### config.mk
export PLATFORM = sky130hd
export DESIGN_NAME = elr_event_link_router
export DESIGN_NICKNAME = d
export VERILOG_FILES = /design/src/logic/elr_pkg.sv /design/src/logic/elr_event_link_router.sv
export SDC_FILE = /design/constraint.sdc
export NUM_CORES = 1
export LEC_CHECK = 0
export BUFFER_PORTS_ARGS = -buffer_cell sky130_fd_sc_hd__buf_2
export CORE_ASPECT_RATIO = 1.5
export CORE_UTILIZATION = 45
export DETAILED_ROUTE_END_ITERATION = 12
export GPL_TIMING_DRIVEN = 1
export HOLD_SLACK_MARGIN = 0.02
export PLACE_DENSITY = 0.73
export SLEW_MARGIN = 20
export SYNTH_ARGS = -nofsm -noshare
export SYNTH_HDL_FRONTEND = slang
export SYNTH_SLANG_ARGS = --single-unit
### constraint.sdc
create_clock -name CORE_CLK_I -period 2.3 [get_ports CORE_CLK_I]
set_input_delay 0.23 -clock CORE_CLK_I [delete_from_list [all_inputs] [get_ports CORE_CLK_I]]
set_output_delay 0.23 -clock CORE_CLK_I [all_outputs]
set_load 0.01 [all_outputs]
### src/logic/elr_pkg.sv
package elr_pkg;

   localparam int NUM_SRC  = 26;
   localparam int NUM_DEST = 10;
   localparam int CODE_W   = 4;
   localparam int ADR_W    = 24;
   localparam int DAT_W    = 32;
   localparam int IDX_W    = 22;
   localparam int SRC_W    = 5;

   // Printed offsets are register indices; byte address is four times the index
   localparam logic [IDX_W-1:0] SEL_BASE_INDEX = 22'h0F0780;
   localparam logic [IDX_W-1:0] SEL_LAST_INDEX = 22'h0F0799;
   localparam logic [IDX_W-1:0] SEEN_INDEX     = 22'h0F079A;
   localparam int ADR_IDX_LSB = 2;

   // Byte lanes of the activity register
   localparam int LANE_LO    = 0;
   localparam int LANE_HI    = 1;
   localparam int ACT_LO_MSB = 7;
   localparam int ACT_HI_LSB = 8;

   localparam logic [CODE_W-1:0] CODE_OFF  = 4'h0;
   localparam logic [CODE_W-1:0] CODE_ADC  = 4'h1;
   localparam logic [CODE_W-1:0] CODE_TA0  = 4'h2;
   localparam logic [CODE_W-1:0] CODE_TA1  = 4'h3;
   localparam logic [CODE_W-1:0] CODE_TMJ0 = 4'h4;
   localparam logic [CODE_W-1:0] CODE_TMD0 = 4'h5;
   localparam logic [CODE_W-1:0] CODE_TMD1 = 4'h6;
   localparam logic [CODE_W-1:0] CODE_DAC  = 4'h7;
   localparam logic [CODE_W-1:0] CODE_TA2  = 4'h8;
   localparam logic [CODE_W-1:0] CODE_TA3  = 4'h9;
   localparam logic [CODE_W-1:0] CODE_PWM  = 4'hA;

   // Destination bit positions, one per defined code
   localparam int DEST_ADC  = 0;
   localparam int DEST_TA0  = 1;
   localparam int DEST_TA1  = 2;
   localparam int DEST_TMJ0 = 3;
   localparam int DEST_TMD0 = 4;
   localparam int DEST_TMD1 = 5;
   localparam int DEST_DAC  = 6;
   localparam int DEST_TA2  = 7;
   localparam int DEST_TA3  = 8;
   localparam int DEST_PWM  = 9;

   localparam logic [CODE_W-1:0]   SEL_RESET  = 4'h0;
   localparam logic [NUM_DEST-1:0] DEST_RESET = 10'h000;
   localparam logic [DAT_W-1:0]    DAT_ZERO   = 32'h0000_0000;

   typedef enum logic [1:0] {
      ELR_BUS_IDLE = 2'b01,
      ELR_BUS_ACK  = 2'b10
   } elr_bus_t;

   typedef struct packed {
      logic                  cyc;
      logic                  stb;
      logic                  we;
      logic [ADR_W-1:0]      adr;
      logic [3:0]            sel;
      logic [DAT_W-1:0]      dat;
   } elr_wb_req_t;

   typedef struct packed {
      elr_bus_t                          bus;
      logic [NUM_SRC-1:0][CODE_W-1:0]    dsel;
      logic [NUM_DEST-1:0]               dest_q;
      logic [NUM_DEST-1:0]               seen;
      logic [DAT_W-1:0]                  rdata;
   } elr_state_t;

endpackage : elr_pkg

### src/logic/elr_event_link_router.sv
// Chosen here: the Wishbone interface to the registers.
`timescale 1ns/1ns
// Summary of operation
// RULE1 - Event inputs bypass interrupt controller entirely
// RULE2 - Hardware forwards every event, no CPU
// RULE3 - Twenty-six selectors, each bound to one source
// RULE4 - Selectors 0-7: edges, key return, RTC
// RULE5 - Selectors 8-12: timer-D matches and underflow
// RULE6 - Selectors 13-25: timer-J0, arrays, comparator
// RULE7 - Each code picks one destination only
// RULE8 - Code decode table, zero means disabled
// RULE9 - Pulses start ADC, update DAC, count J0
// RULE10 - Array channels 0-3 receive routed event
// RULE11 - Timer-D unit0 gets capture and cutoff
// RULE12 - Timer-D unit1 gets capture and cutoff
// RULE13 - PWM unit gets forced cutoff request
// RULE14 - ADC and J0 paths have zero latency
// RULE15 - DAC trigger within two cycles
// RULE16 - PWM cutoff within two cycles
// RULE17 - Software writes only defined destination codes
// RULE18 - Disabled routes nothing; one pulse otherwise
module elr_event_link_router (
   input  wire logic                     CORE_CLK_I,
   input  wire logic                     RESET_N_I,
   // Classic Wishbone slave
   input  wire logic                     WB_CYC_I,
   input  wire logic                     WB_STB_I,
   input  wire logic                     WB_WE_I,
   input  wire logic [elr_pkg::ADR_W-1:0] WB_ADR_I,
   input  wire logic [3:0]               WB_SEL_I,
   input  wire logic [elr_pkg::DAT_W-1:0] WB_DAT_I,
   output logic      [elr_pkg::DAT_W-1:0] WB_DAT_O,
   output logic                          WB_ACK_O,
   // Event sources, one-cycle pulses from on-chip logic
   input  wire logic                     EXT_EDGE_EVENT0_I,
   input  wire logic                     EXT_EDGE_EVENT1_I,
   input  wire logic                     EXT_EDGE_EVENT2_I,
   input  wire logic                     EXT_EDGE_EVENT3_I,
   input  wire logic                     EXT_EDGE_EVENT4_I,
   input  wire logic                     EXT_EDGE_EVENT5_I,
   input  wire logic                     KEY_RETURN_EVENT_I,
   input  wire logic                     RTC_TICK_EVENT_I,
   input  wire logic                     TMD0_MATCH_A_EVENT_I,
   input  wire logic                     TMD0_MATCH_B_EVENT_I,
   input  wire logic                     TMD1_MATCH_A_EVENT_I,
   input  wire logic                     TMD1_MATCH_B_EVENT_I,
   input  wire logic                     TMD1_UNDERFLOW_EVENT_I,
   input  wire logic                     TMJ0_EVENT_I,
   input  wire logic                     TARR0_CH0_EVENT_I,
   input  wire logic                     TARR0_CH1_EVENT_I,
   input  wire logic                     TARR0_CH2_EVENT_I,
   input  wire logic                     TARR0_CH3_EVENT_I,
   input  wire logic                     TARR0_CH4_EVENT_I,
   input  wire logic                     COMPARATOR0_EVENT_I,
   input  wire logic                     TARR0_CH5_EVENT_I,
   input  wire logic                     TARR0_CH6_EVENT_I,
   input  wire logic                     TARR0_CH7_EVENT_I,
   input  wire logic                     TARR1_CH0_EVENT_I,
   input  wire logic                     TARR1_CH1_EVENT_I,
   input  wire logic                     TARR1_CH2_EVENT_I,
   // Destination triggers
   output logic                          ADC_START_O,
   output logic                          DAC_UPDATE_O,
   output logic                          TARR0_CH0_TRIG_O,
   output logic                          TARR0_CH1_TRIG_O,
   output logic                          TARR0_CH2_TRIG_O,
   output logic                          TARR0_CH3_TRIG_O,
   output logic                          TMJ0_COUNT_O,
   output logic                          TMD0_CAPTURE_O,
   output logic                          TMD0_CUTOFF_O,
   output logic                          TMD1_CAPTURE_O,
   output logic                          TMD1_CUTOFF_O,
   output logic                          PWM_CUTOFF_O
);

   ////////////////////////////////////////////////////////////////////////////
   // Declarations

   elr_pkg::elr_state_t                         st;
   elr_pkg::elr_state_t                         next_st;
   elr_pkg::elr_wb_req_t                        req;
   logic [elr_pkg::NUM_SRC-1:0]                 src;
   logic [elr_pkg::NUM_SRC-1:0][elr_pkg::NUM_DEST-1:0] route;
   logic [elr_pkg::NUM_DEST-1:0]                hit;
   logic [elr_pkg::IDX_W-1:0]                   adr_idx;
   logic [elr_pkg::IDX_W-1:0]                   rel_idx;
   logic [elr_pkg::SRC_W-1:0]                   src_idx;
   logic                                        in_sel;
   logic                                        in_seen;
   logic                                        take;
   logic                                        wr_code;
   logic                                        wr_act_lo;
   logic                                        wr_act_hi;
   logic [elr_pkg::DAT_W-1:0]                   rd_word;
   logic [elr_pkg::NUM_DEST-1:0]                act_clr;
   logic [elr_pkg::NUM_DEST-1:0]                act_next;

   ////////////////////////////////////////////////////////////////////////////
   // Source binding

   // Event lines come straight from the peripherals, not from interrupt flags,
   // so masking an interrupt never stops its event from being routed.
   assign src = {
      TARR1_CH2_EVENT_I,       // RULE6
      TARR1_CH1_EVENT_I,       // RULE6
      TARR1_CH0_EVENT_I,       // RULE6
      TARR0_CH7_EVENT_I,       // RULE6
      TARR0_CH6_EVENT_I,       // RULE6
      TARR0_CH5_EVENT_I,       // RULE6
      COMPARATOR0_EVENT_I,     // RULE6
      TARR0_CH4_EVENT_I,       // RULE6
      TARR0_CH3_EVENT_I,       // RULE6
      TARR0_CH2_EVENT_I,       // RULE6
      TARR0_CH1_EVENT_I,       // RULE6
      TARR0_CH0_EVENT_I,       // RULE6
      TMJ0_EVENT_I,            // RULE6
      TMD1_UNDERFLOW_EVENT_I,  // RULE5
      TMD1_MATCH_B_EVENT_I,    // RULE5
      TMD1_MATCH_A_EVENT_I,    // RULE5
      TMD0_MATCH_B_EVENT_I,    // RULE5
      TMD0_MATCH_A_EVENT_I,    // RULE5
      RTC_TICK_EVENT_I,        // RULE4
      KEY_RETURN_EVENT_I,      // RULE4
      EXT_EDGE_EVENT5_I,       // RULE4
      EXT_EDGE_EVENT4_I,       // RULE4
      EXT_EDGE_EVENT3_I,       // RULE4
      EXT_EDGE_EVENT2_I,       // RULE4
      EXT_EDGE_EVENT1_I,       // RULE4
      EXT_EDGE_EVENT0_I        // RULE4 RULE1
   };

   ////////////////////////////////////////////////////////////////////////////
   // Per-source destination decode

   // One decoder per selector keeps each source's route independent of all
   // others; an undefined code decodes to no destination at all.
   for (genvar s = 0; s < elr_pkg::NUM_SRC; s++) begin : g_route // RULE3
      always_comb begin
         route[s] = elr_pkg::DEST_RESET;
         if (src[s]) begin // RULE2
            case (st.dsel[s]) // RULE7 RULE8
               elr_pkg::CODE_ADC:  route[s][elr_pkg::DEST_ADC]  = 1'b1;
               elr_pkg::CODE_TA0:  route[s][elr_pkg::DEST_TA0]  = 1'b1;
               elr_pkg::CODE_TA1:  route[s][elr_pkg::DEST_TA1]  = 1'b1;
               elr_pkg::CODE_TMJ0: route[s][elr_pkg::DEST_TMJ0] = 1'b1;
               elr_pkg::CODE_TMD0: route[s][elr_pkg::DEST_TMD0] = 1'b1;
               elr_pkg::CODE_TMD1: route[s][elr_pkg::DEST_TMD1] = 1'b1;
               elr_pkg::CODE_DAC:  route[s][elr_pkg::DEST_DAC]  = 1'b1;
               elr_pkg::CODE_TA2:  route[s][elr_pkg::DEST_TA2]  = 1'b1;
               elr_pkg::CODE_TA3:  route[s][elr_pkg::DEST_TA3]  = 1'b1;
               elr_pkg::CODE_PWM:  route[s][elr_pkg::DEST_PWM]  = 1'b1;
               default:            route[s] = elr_pkg::DEST_RESET; // RULE18
            endcase
         end
      end
   end

   // Sources sharing one destination in the same cycle merge into one pulse
   always_comb begin
      hit = elr_pkg::DEST_RESET;
      for (int s = 0; s < elr_pkg::NUM_SRC; s++) begin
         hit = hit | route[s]; // RULE18
      end
   end

   ////////////////////////////////////////////////////////////////////////////
   // Register decode

   assign req.cyc = WB_CYC_I;
   assign req.stb = WB_STB_I;
   assign req.we  = WB_WE_I;
   assign req.adr = WB_ADR_I;
   assign req.sel = WB_SEL_I;
   assign req.dat = WB_DAT_I;

   assign adr_idx = req.adr[elr_pkg::ADR_W-1:elr_pkg::ADR_IDX_LSB];
   assign rel_idx = adr_idx - elr_pkg::SEL_BASE_INDEX;
   assign src_idx = rel_idx[elr_pkg::SRC_W-1:0];

   always_comb begin
      in_sel  = 1'b0;
      in_seen = 1'b0;
      if ((adr_idx >= elr_pkg::SEL_BASE_INDEX) && (adr_idx <= elr_pkg::SEL_LAST_INDEX)) begin
         in_sel = 1'b1;
      end else if (adr_idx == elr_pkg::SEEN_INDEX) begin
         in_seen = 1'b1;
      end
   end

   ////////////////////////////////////////////////////////////////////////////
   // Bus request qualification

   // Only an idle slave takes a request, so a strobe still high during ack
   // is answered as a fresh access two cycles later, never twice at once
   assign take      = req.cyc && req.stb && (st.bus == elr_pkg::ELR_BUS_IDLE);
   assign wr_code   = take && req.we && in_sel && req.sel[elr_pkg::LANE_LO];
   assign wr_act_lo = take && req.we && in_seen && req.sel[elr_pkg::LANE_LO];
   assign wr_act_hi = take && req.we && in_seen && req.sel[elr_pkg::LANE_HI];

   ////////////////////////////////////////////////////////////////////////////
   // Read data

   // Upper selector bits are not stored and read as zero
   always_comb begin
      rd_word = elr_pkg::DAT_ZERO;
      if (in_sel) begin
         rd_word[elr_pkg::CODE_W-1:0] = st.dsel[src_idx];
      end else if (in_seen) begin
         rd_word[elr_pkg::NUM_DEST-1:0] = st.seen;
      end
   end

   ////////////////////////////////////////////////////////////////////////////
   // Activity register

   // Write-one-to-clear per byte lane; a pulse in the clearing cycle still
   // sets its bit, so software never loses an event it has not yet read
   always_comb begin
      act_clr = elr_pkg::DEST_RESET;
      if (wr_act_lo) begin
         act_clr[elr_pkg::ACT_LO_MSB:0] = req.dat[elr_pkg::ACT_LO_MSB:0];
      end
      if (wr_act_hi) begin
         act_clr[elr_pkg::NUM_DEST-1:elr_pkg::ACT_HI_LSB] = req.dat[elr_pkg::NUM_DEST-1:elr_pkg::ACT_HI_LSB];
      end
   end

   assign act_next = (st.seen & ~act_clr) | hit;

   ////////////////////////////////////////////////////////////////////////////
   // Next state

   always_comb begin
      next_st        = st;
      // Registered paths: one cycle from event to trigger, inside the budget
      next_st.dest_q = hit; // RULE15 RULE16
      next_st.seen   = act_next;
      if (wr_code) begin
         next_st.dsel[src_idx] = req.dat[elr_pkg::CODE_W-1:0]; // RULE3
      end
      case (st.bus)
         elr_pkg::ELR_BUS_IDLE: begin
            if (take) begin
               next_st.bus   = elr_pkg::ELR_BUS_ACK;
               next_st.rdata = rd_word;
            end
         end
         elr_pkg::ELR_BUS_ACK: begin
            // Ack lasts one cycle; idle follows whether or not the strobe has dropped
            next_st.bus = elr_pkg::ELR_BUS_IDLE;
         end
         default: begin
            next_st.bus = elr_pkg::ELR_BUS_IDLE;
         end
      endcase
   end

   ////////////////////////////////////////////////////////////////////////////
   // State register

   always_ff @(posedge CORE_CLK_I or negedge RESET_N_I) begin
      if (!RESET_N_I) begin
         st.bus    <= elr_pkg::ELR_BUS_IDLE;
         st.dsel   <= {elr_pkg::NUM_SRC{elr_pkg::SEL_RESET}};
         st.dest_q <= elr_pkg::DEST_RESET;
         st.seen   <= elr_pkg::DEST_RESET;
         st.rdata  <= elr_pkg::DAT_ZERO;
      end else begin
         st <= next_st;
      end
   end

   ////////////////////////////////////////////////////////////////////////////
   // Outputs

   assign WB_ACK_O = (st.bus == elr_pkg::ELR_BUS_ACK);
   assign WB_DAT_O = st.rdata;

   // ADC and timer-J0 take the event combinationally, no added cycle
   assign ADC_START_O  = hit[elr_pkg::DEST_ADC];  // RULE9 RULE14
   assign TMJ0_COUNT_O = hit[elr_pkg::DEST_TMJ0]; // RULE9 RULE14

   assign DAC_UPDATE_O     = st.dest_q[elr_pkg::DEST_DAC]; // RULE9 RULE15
   assign TARR0_CH0_TRIG_O = st.dest_q[elr_pkg::DEST_TA0]; // RULE10
   assign TARR0_CH1_TRIG_O = st.dest_q[elr_pkg::DEST_TA1]; // RULE10
   assign TARR0_CH2_TRIG_O = st.dest_q[elr_pkg::DEST_TA2]; // RULE10
   assign TARR0_CH3_TRIG_O = st.dest_q[elr_pkg::DEST_TA3]; // RULE10

   // Timer-D capture and cutoff share one pulse; the unit picks its use
   assign TMD0_CAPTURE_O = st.dest_q[elr_pkg::DEST_TMD0]; // RULE11
   assign TMD0_CUTOFF_O  = st.dest_q[elr_pkg::DEST_TMD0]; // RULE11
   assign TMD1_CAPTURE_O = st.dest_q[elr_pkg::DEST_TMD1]; // RULE12
   assign TMD1_CUTOFF_O  = st.dest_q[elr_pkg::DEST_TMD1]; // RULE12

   assign PWM_CUTOFF_O = st.dest_q[elr_pkg::DEST_PWM]; // RULE13 RULE16

endmodule : elr_event_link_router

# ---- After elaboration in Yosys (flattened, before gate mapping)
# Index checks and enable logic that the tools add are counted.
dict set report classes {
  add_sub_neg 1
  n_mul 0
  n_div 0
  magnitude_cmp 4
  eq_ne 264
  shifts 0
  n_mux 301
  bitwise 28
  reduce_logical 11
}
# operator n
set ops {}
lappend ops {{4-bit by 3-bit equality test with 1-bit output, second input constant} 104}
lappend ops {{4-bit equality test, second input constant} 78}
lappend ops {{10-bit two-way mux} 27}
lappend ops {{1-bit two-way mux} 263}
lappend ops {{10-bit OR} 26}
lappend ops {{4-bit by 2-bit equality test with 1-bit output, second input constant} 52}
lappend ops {{104-bit bitwise mux} 1}
lappend ops {{4-bit by 1-bit equality test with 1-bit output, second input constant} 26}
lappend ops {{22-bit by 20-bit equality test with 1-bit output, second input constant} 1}
lappend ops {{22-bit by 20-bit greater-or-equal comparator with 1-bit output, second input constant} 1}
lappend ops {{22-bit by 20-bit less-or-equal comparator with 1-bit output, second input constant} 1}
lappend ops {{4-bit binary-select mux with 5-bit select} 1}
lappend ops {{4-bit demux with 5-bit select} 1}
lappend ops {{4-bit two-way mux} 3}
lappend ops {{10-bit bitwise AND} 1}
lappend ops {{1-bit logical AND} 10}
lappend ops {{10-bit inverter} 1}
lappend ops {{8-bit two-way mux} 1}
lappend ops {{5-bit by 6-bit < comparator with 1-bit output, second input constant} 1}
lappend ops {{2-bit two-way mux} 3}
lappend ops {{6-bit two-way mux} 1}
lappend ops {{5-bit by 1-bit greater-or-equal comparator with 1-bit output, second input constant} 1}
lappend ops {{5-bit by 1-bit subtractor with 5-bit output, second input constant} 1}
lappend ops {{2-bit by 1-bit equality test with 1-bit output, second input constant} 1}
lappend ops {{3 further kinds} 3}
dict set report word_totals {
  ff_bits 136
  latchBits 0
  ram_bits 0
  rom_bits 0
  memories 0
}

# ---- Logic depth before layout (Yosys ltp)
dict set report logic_depth {
  ltp_word 29
  ltp_mapped 9
  mapped_depth_nobuf 6
}

# ---- Worst setup path after synthesis
# OpenSTA, ideal clock, no wires.
dict set report synth_timing {
  kind {register -> register}
  start {register st[156] (netlist bit)}
  end {register st[128] (netlist bit)}
  setup_ns 0.125
  t_arrival_ns 2.029
  slack_ns 0.146
  stages_incl_launch_ff 10
  path_buffers 3
  period_less_slack_ns 2.154
  path_cell_list {dfstp_2 -> nand4b_1 -> inv_1 -> and3_1 -> buf_2 -> o2111a_4 -> buf_8 -> buf_12 -> nand3_4 -> mux2_4}
}
dict set report synth_between {
  elab_chain_len 5
}
# item line_no
set synth_lines {}
lappend synth_lines {{from (decl)} elr_event_link_router.sv:79} ;# elr_pkg::elr_state_t st;
lappend synth_lines {{from (signal assigned)} elr_event_link_router.sv:269} ;# st <= next_st;
lappend synth_lines {{2-bit by 1-bit equality test with 1-bit output} elr_event_link_router.sv:195} ;# assign take = req.cyc && req.stb && (st.bus == elr_pkg::ELR_BUS_IDLE);
lappend synth_lines {{1-bit logical AND} elr_event_link_router.sv:195}
lappend synth_lines {{1-bit logical AND (3 in series)} elr_event_link_router.sv:196} ;# assign wr_code = take && req.we && in_sel && req.sel[elr_pkg::LANE_LO];
# No other way between the ends.
# A chain may end at the register's enable or synchronous reset.

# ---- Worst setup path in the final report
dict set report layout_timing {
  start {register st[151] (netlist bit)}
  end {output port ADC_START_O}
}
dict set report layout_between {
  elab_chain_len 5
}
# item line_no
set layout_lines {}
lappend layout_lines {{4-bit by 1-bit equality test with 1-bit output} elr_event_link_router.sv:141} ;# case (st.dsel[s])
lappend layout_lines {{1-bit two-way mux} elr_event_link_router.sv:141}
lappend layout_lines {{10-bit two-way mux} elr_event_link_router.sv:140} ;# if (src[s]) begin
lappend layout_lines {{10-bit OR (2 in series)} elr_event_link_router.sv:162} ;# hit = hit | route[s];
lappend layout_lines {{to (decl)} elr_event_link_router.sv:62} ;# output logic ADC_START_O,
# No other way between the ends.

==> reports/summary.txt <==
run status: complete, but fails checks
failing checks: setup timing
hold wc startpoint: WB_DAT_I[7]
# fillers: 1,742
hold_ws: 0.0934 ns
Die Wd: 119 um
initial antenna violation count: 0
synthesis-to-layout area growth: 23.6%
CP Class: flop to output port
Power Density: 494 nW/um2
I/O Pins: 136
relative slew slack: 32.8%
Worst R2R End: WB_DAT_O[1]$_DFFE_PN0P_
final setup margin: -0.0328 ns
Reg2Reg Depth: 5
worst reg2reg setup slack: 0.02 ns
ys async rst share: 100%
Syn Inst Count: 885
WHS Endpoint: st[39]$_DFF_PN0_
RSZ-0062 raised after global routing: yes
Synth Flop Type: dfrtp_1
maxcap violations: 0
vias in the first global route: 8,909
Synth Register Bits: 134
antenna diode count: 0
commonest cells in the netlist: dfrtp_1, o22ai_1, mux2_2
EDFF count, synth: 0
largest cells by area after synthesis: dfrtp_1, mux2_2, o22ai_1
FF/Latch Area: 3400 um2
worst min-delay path class: input port to flop
PortBufs: 87
core area: 19,900 um2
Overflow after GRT: 0
H-Tree Depth: 4
crit start category: flop
clock-pin slew on the worst setup and hold paths: 0.06 ns
Leakage: 5.07 nW
initial core utilization: 46.4%
CTS Buffer Depth: 2
Tot GR Track Use: 43.6%
sequential area share after synthesis: 36.3%
first-pass GRT wire length: 63,600 um
drt total wl: 45,000 um
CTS root buf: clkbuf_16
worst skew pair latency: 0.44 ns
fmax: 0.429 GHz
ANT nets after route: 0
wire per inst: 34.0 um
Final Hold Viols: 0
pin count of the biggest net entering global routing: 59
area share of the largest cell type after synthesis: 36.0%
Tmin final: 2.33 ns
share of layout cells above drive strength 1: 44.0%
Final period util: 101%
Clock Sinks: 134
Final GP Congestion: 1.11
DR iter-0 viols: 965
dpl ws: -0.121 ns
area occupied by multi-input gates: 5740 um2
Max IR drop VDD: 0.541 mV
Cell Rows: 63
dpl hpwl: 35,700 um
CP endpoint kind: output port
Synth Warn #: 0
CTS tree: yes
most common cell in the netlist: dfrtp_1
syn_area_per_cell: 10.4 um2
total CTS buffers: 17
Max FO, Critical Path: 4
Worst EP arrival: 2.10 ns
final max-slew violation count: 0
Chip Height: 178 um
final setup violation count: 2
Unique masters post-synth: 62
synthesized area: 9250 um2
Detailed Routing Iterations Pass 1: 6
die area: 21,100 um2
Vias/cell: 6.90
Critical Path RT: 2.07 ns
Post-Route Skew: 0.0158 ns
DR vias: 9,142
Worst-Margin Slew: 0.999 ns
nets@finish: 1,143
Worst Hold Path Cells: 3
area leader, netlist: dfrtp_1
worst flop-to-flop path startpoint: st[61]$_DFFE_PN0P_
DRC viols: 0
placed cells by master (no fill, tap or decap), types with 7 or more instances in the layout:
cell,netlist,final
buf_4,34,93
mux2_2,78,78
nand4_1,31,31
nor2_1,38,38
nand3_1,24,24
o22ai_1,106,99
conb_1,1,22
dfrtp_2,0,33
nand3_4,10,10
nor3_1,17,15
clkbuf_16,0,17
nand3b_1,55,55
dfrtp_1,133,100
or3b_4,0,23
mux2_4,28,28
nor4_1,19,16
o32ai_1,11,7
buf_12,1,10
or2_2,20,20
nand2_1,51,51
mux2i_1,11,11
a21o_1,9,9
nand2b_1,52,52
mux4_2,20,20
buf_2,10,85
nand4b_1,8,8
per-layer routing:
layer  GRT usage, %  routed length, um  share of wire, %  vias up
li1               -                  -                 -     3731
met1           48.6              15600                35     4520
met2           71.4              21300                47      668
met3           8.10               3480               7.7      223
met4           37.9               4510                10        0
met5              0                  0                 0        -
report_power, final:
part	leakage [nW]	switching [W]	internal [W]
registers	1.78	0.00000685	0.00237
clock network	0.281	0.00112	0.00163
logic	3.00	0.000332	0.000184
total	5.07	0.00146	0.00419
layout make-up:
class | instances | area share, %
Multi-Input combinational cell | 703 | 50.2
Inverter | 4 | 0.131
Clock buffer | 18 | 3.84
Timing Repair Buffer | 192 | 12.0
Sequential cell | 134 | 29.7
Clock inverter | 13 | 1.29
Tap cell | 260 | 2.85
per-stage QoR:
| stage | cell area [um2] | setup TNS (ns) | total power (W) | instances | utilization [%] |
|---|---|---|---|---|---|
| floorplan | 9320 | 0 | 0.00266 | 906 | - |
| global placement | 10400 | -0.0786 | 0.00291 | 1262 | 51.9 |
| detailed placement | 10400 | -0.205 | 0.00291 | 1262 | 51.9 |
| CTS | 11200 | -0.102 | 0.00566 | 1307 | 56.1 |
| global route | 11400 | -0.0519 | 0.00580 | 1324 | 57.3 |
| finish | 11400 | -0.0537 | 0.00565 | 1324 | 57.3 |
how the worst max path moves through the flow:
stage	from	to	slack (ns)	depth (start not counted)
global route	st[152]$_DFFE_PN0P_	ADC_START_O	-0.05	7
global placement	WB_ADR_I[2]	WB_DAT_O[0]$_DFFE_PN0P_	-0.08	8
floorplan	st[156]$_DFFE_PN1P_	st[128]$_DFFE_PN0P_	0.15	9
finish	st[151]$_DFFE_PN0P_	ADC_START_O	-0.03	6
detailed placement	WB_ADR_I[2]	WB_DAT_O[0]$_DFFE_PN0P_	-0.12	8
CTS	st[132]$_DFFE_PN0P_	ADC_START_O	-0.05	7
worst max-delay path, cell delays in order (launching register included):
cell	delay (ns)
dfrtp_1	0.44
nand3b_1	0.40
o32ai_2	0.39
nor4_2	0.09
nand4_1	0.11
buf_4	0.14
buf_6	0.09
logic make-up (layout without fill, tap and decap cells):
logic type      Yosys count  in the layout  share of synthesized area (%)
simple gates            390            390                           27.5
other cells               1             22                         0.0406
buf+inv                  69            227                           4.61
flops                   134            134                           36.3
compound gates          154            154                           11.4
mux                     137            137                           20.1
repair_timing:
action / CTS / global route
pin swaps: 7 / 15
resized for setup: 33 / 51
endpoints found under the hold margin: 44 / 0
cloned: 0 / 0
buffers inserted: 13 / 17
setup endpoints to repair: 4 / 28
hold buffers: 1 / 0
sequential cells by signal, summed over array words and instances, names as in the netlist:
| register | cells |
|---|---|
| DAC_UPDATE_O | 1 |
| PWM_CUTOFF_O | 1 |
| TARR0_CH0_TRIG_O | 1 |
| TARR0_CH1_TRIG_O | 1 |
| TARR0_CH2_TRIG_O | 1 |
| TARR0_CH3_TRIG_O | 1 |
| TMD0_CAPTURE_O | 1 |
| TMD1_CAPTURE_O | 1 |
| WB_DAT_O | 10 |
| st | 116 |
Note: power is estimated with default switching activity, not from simulation.
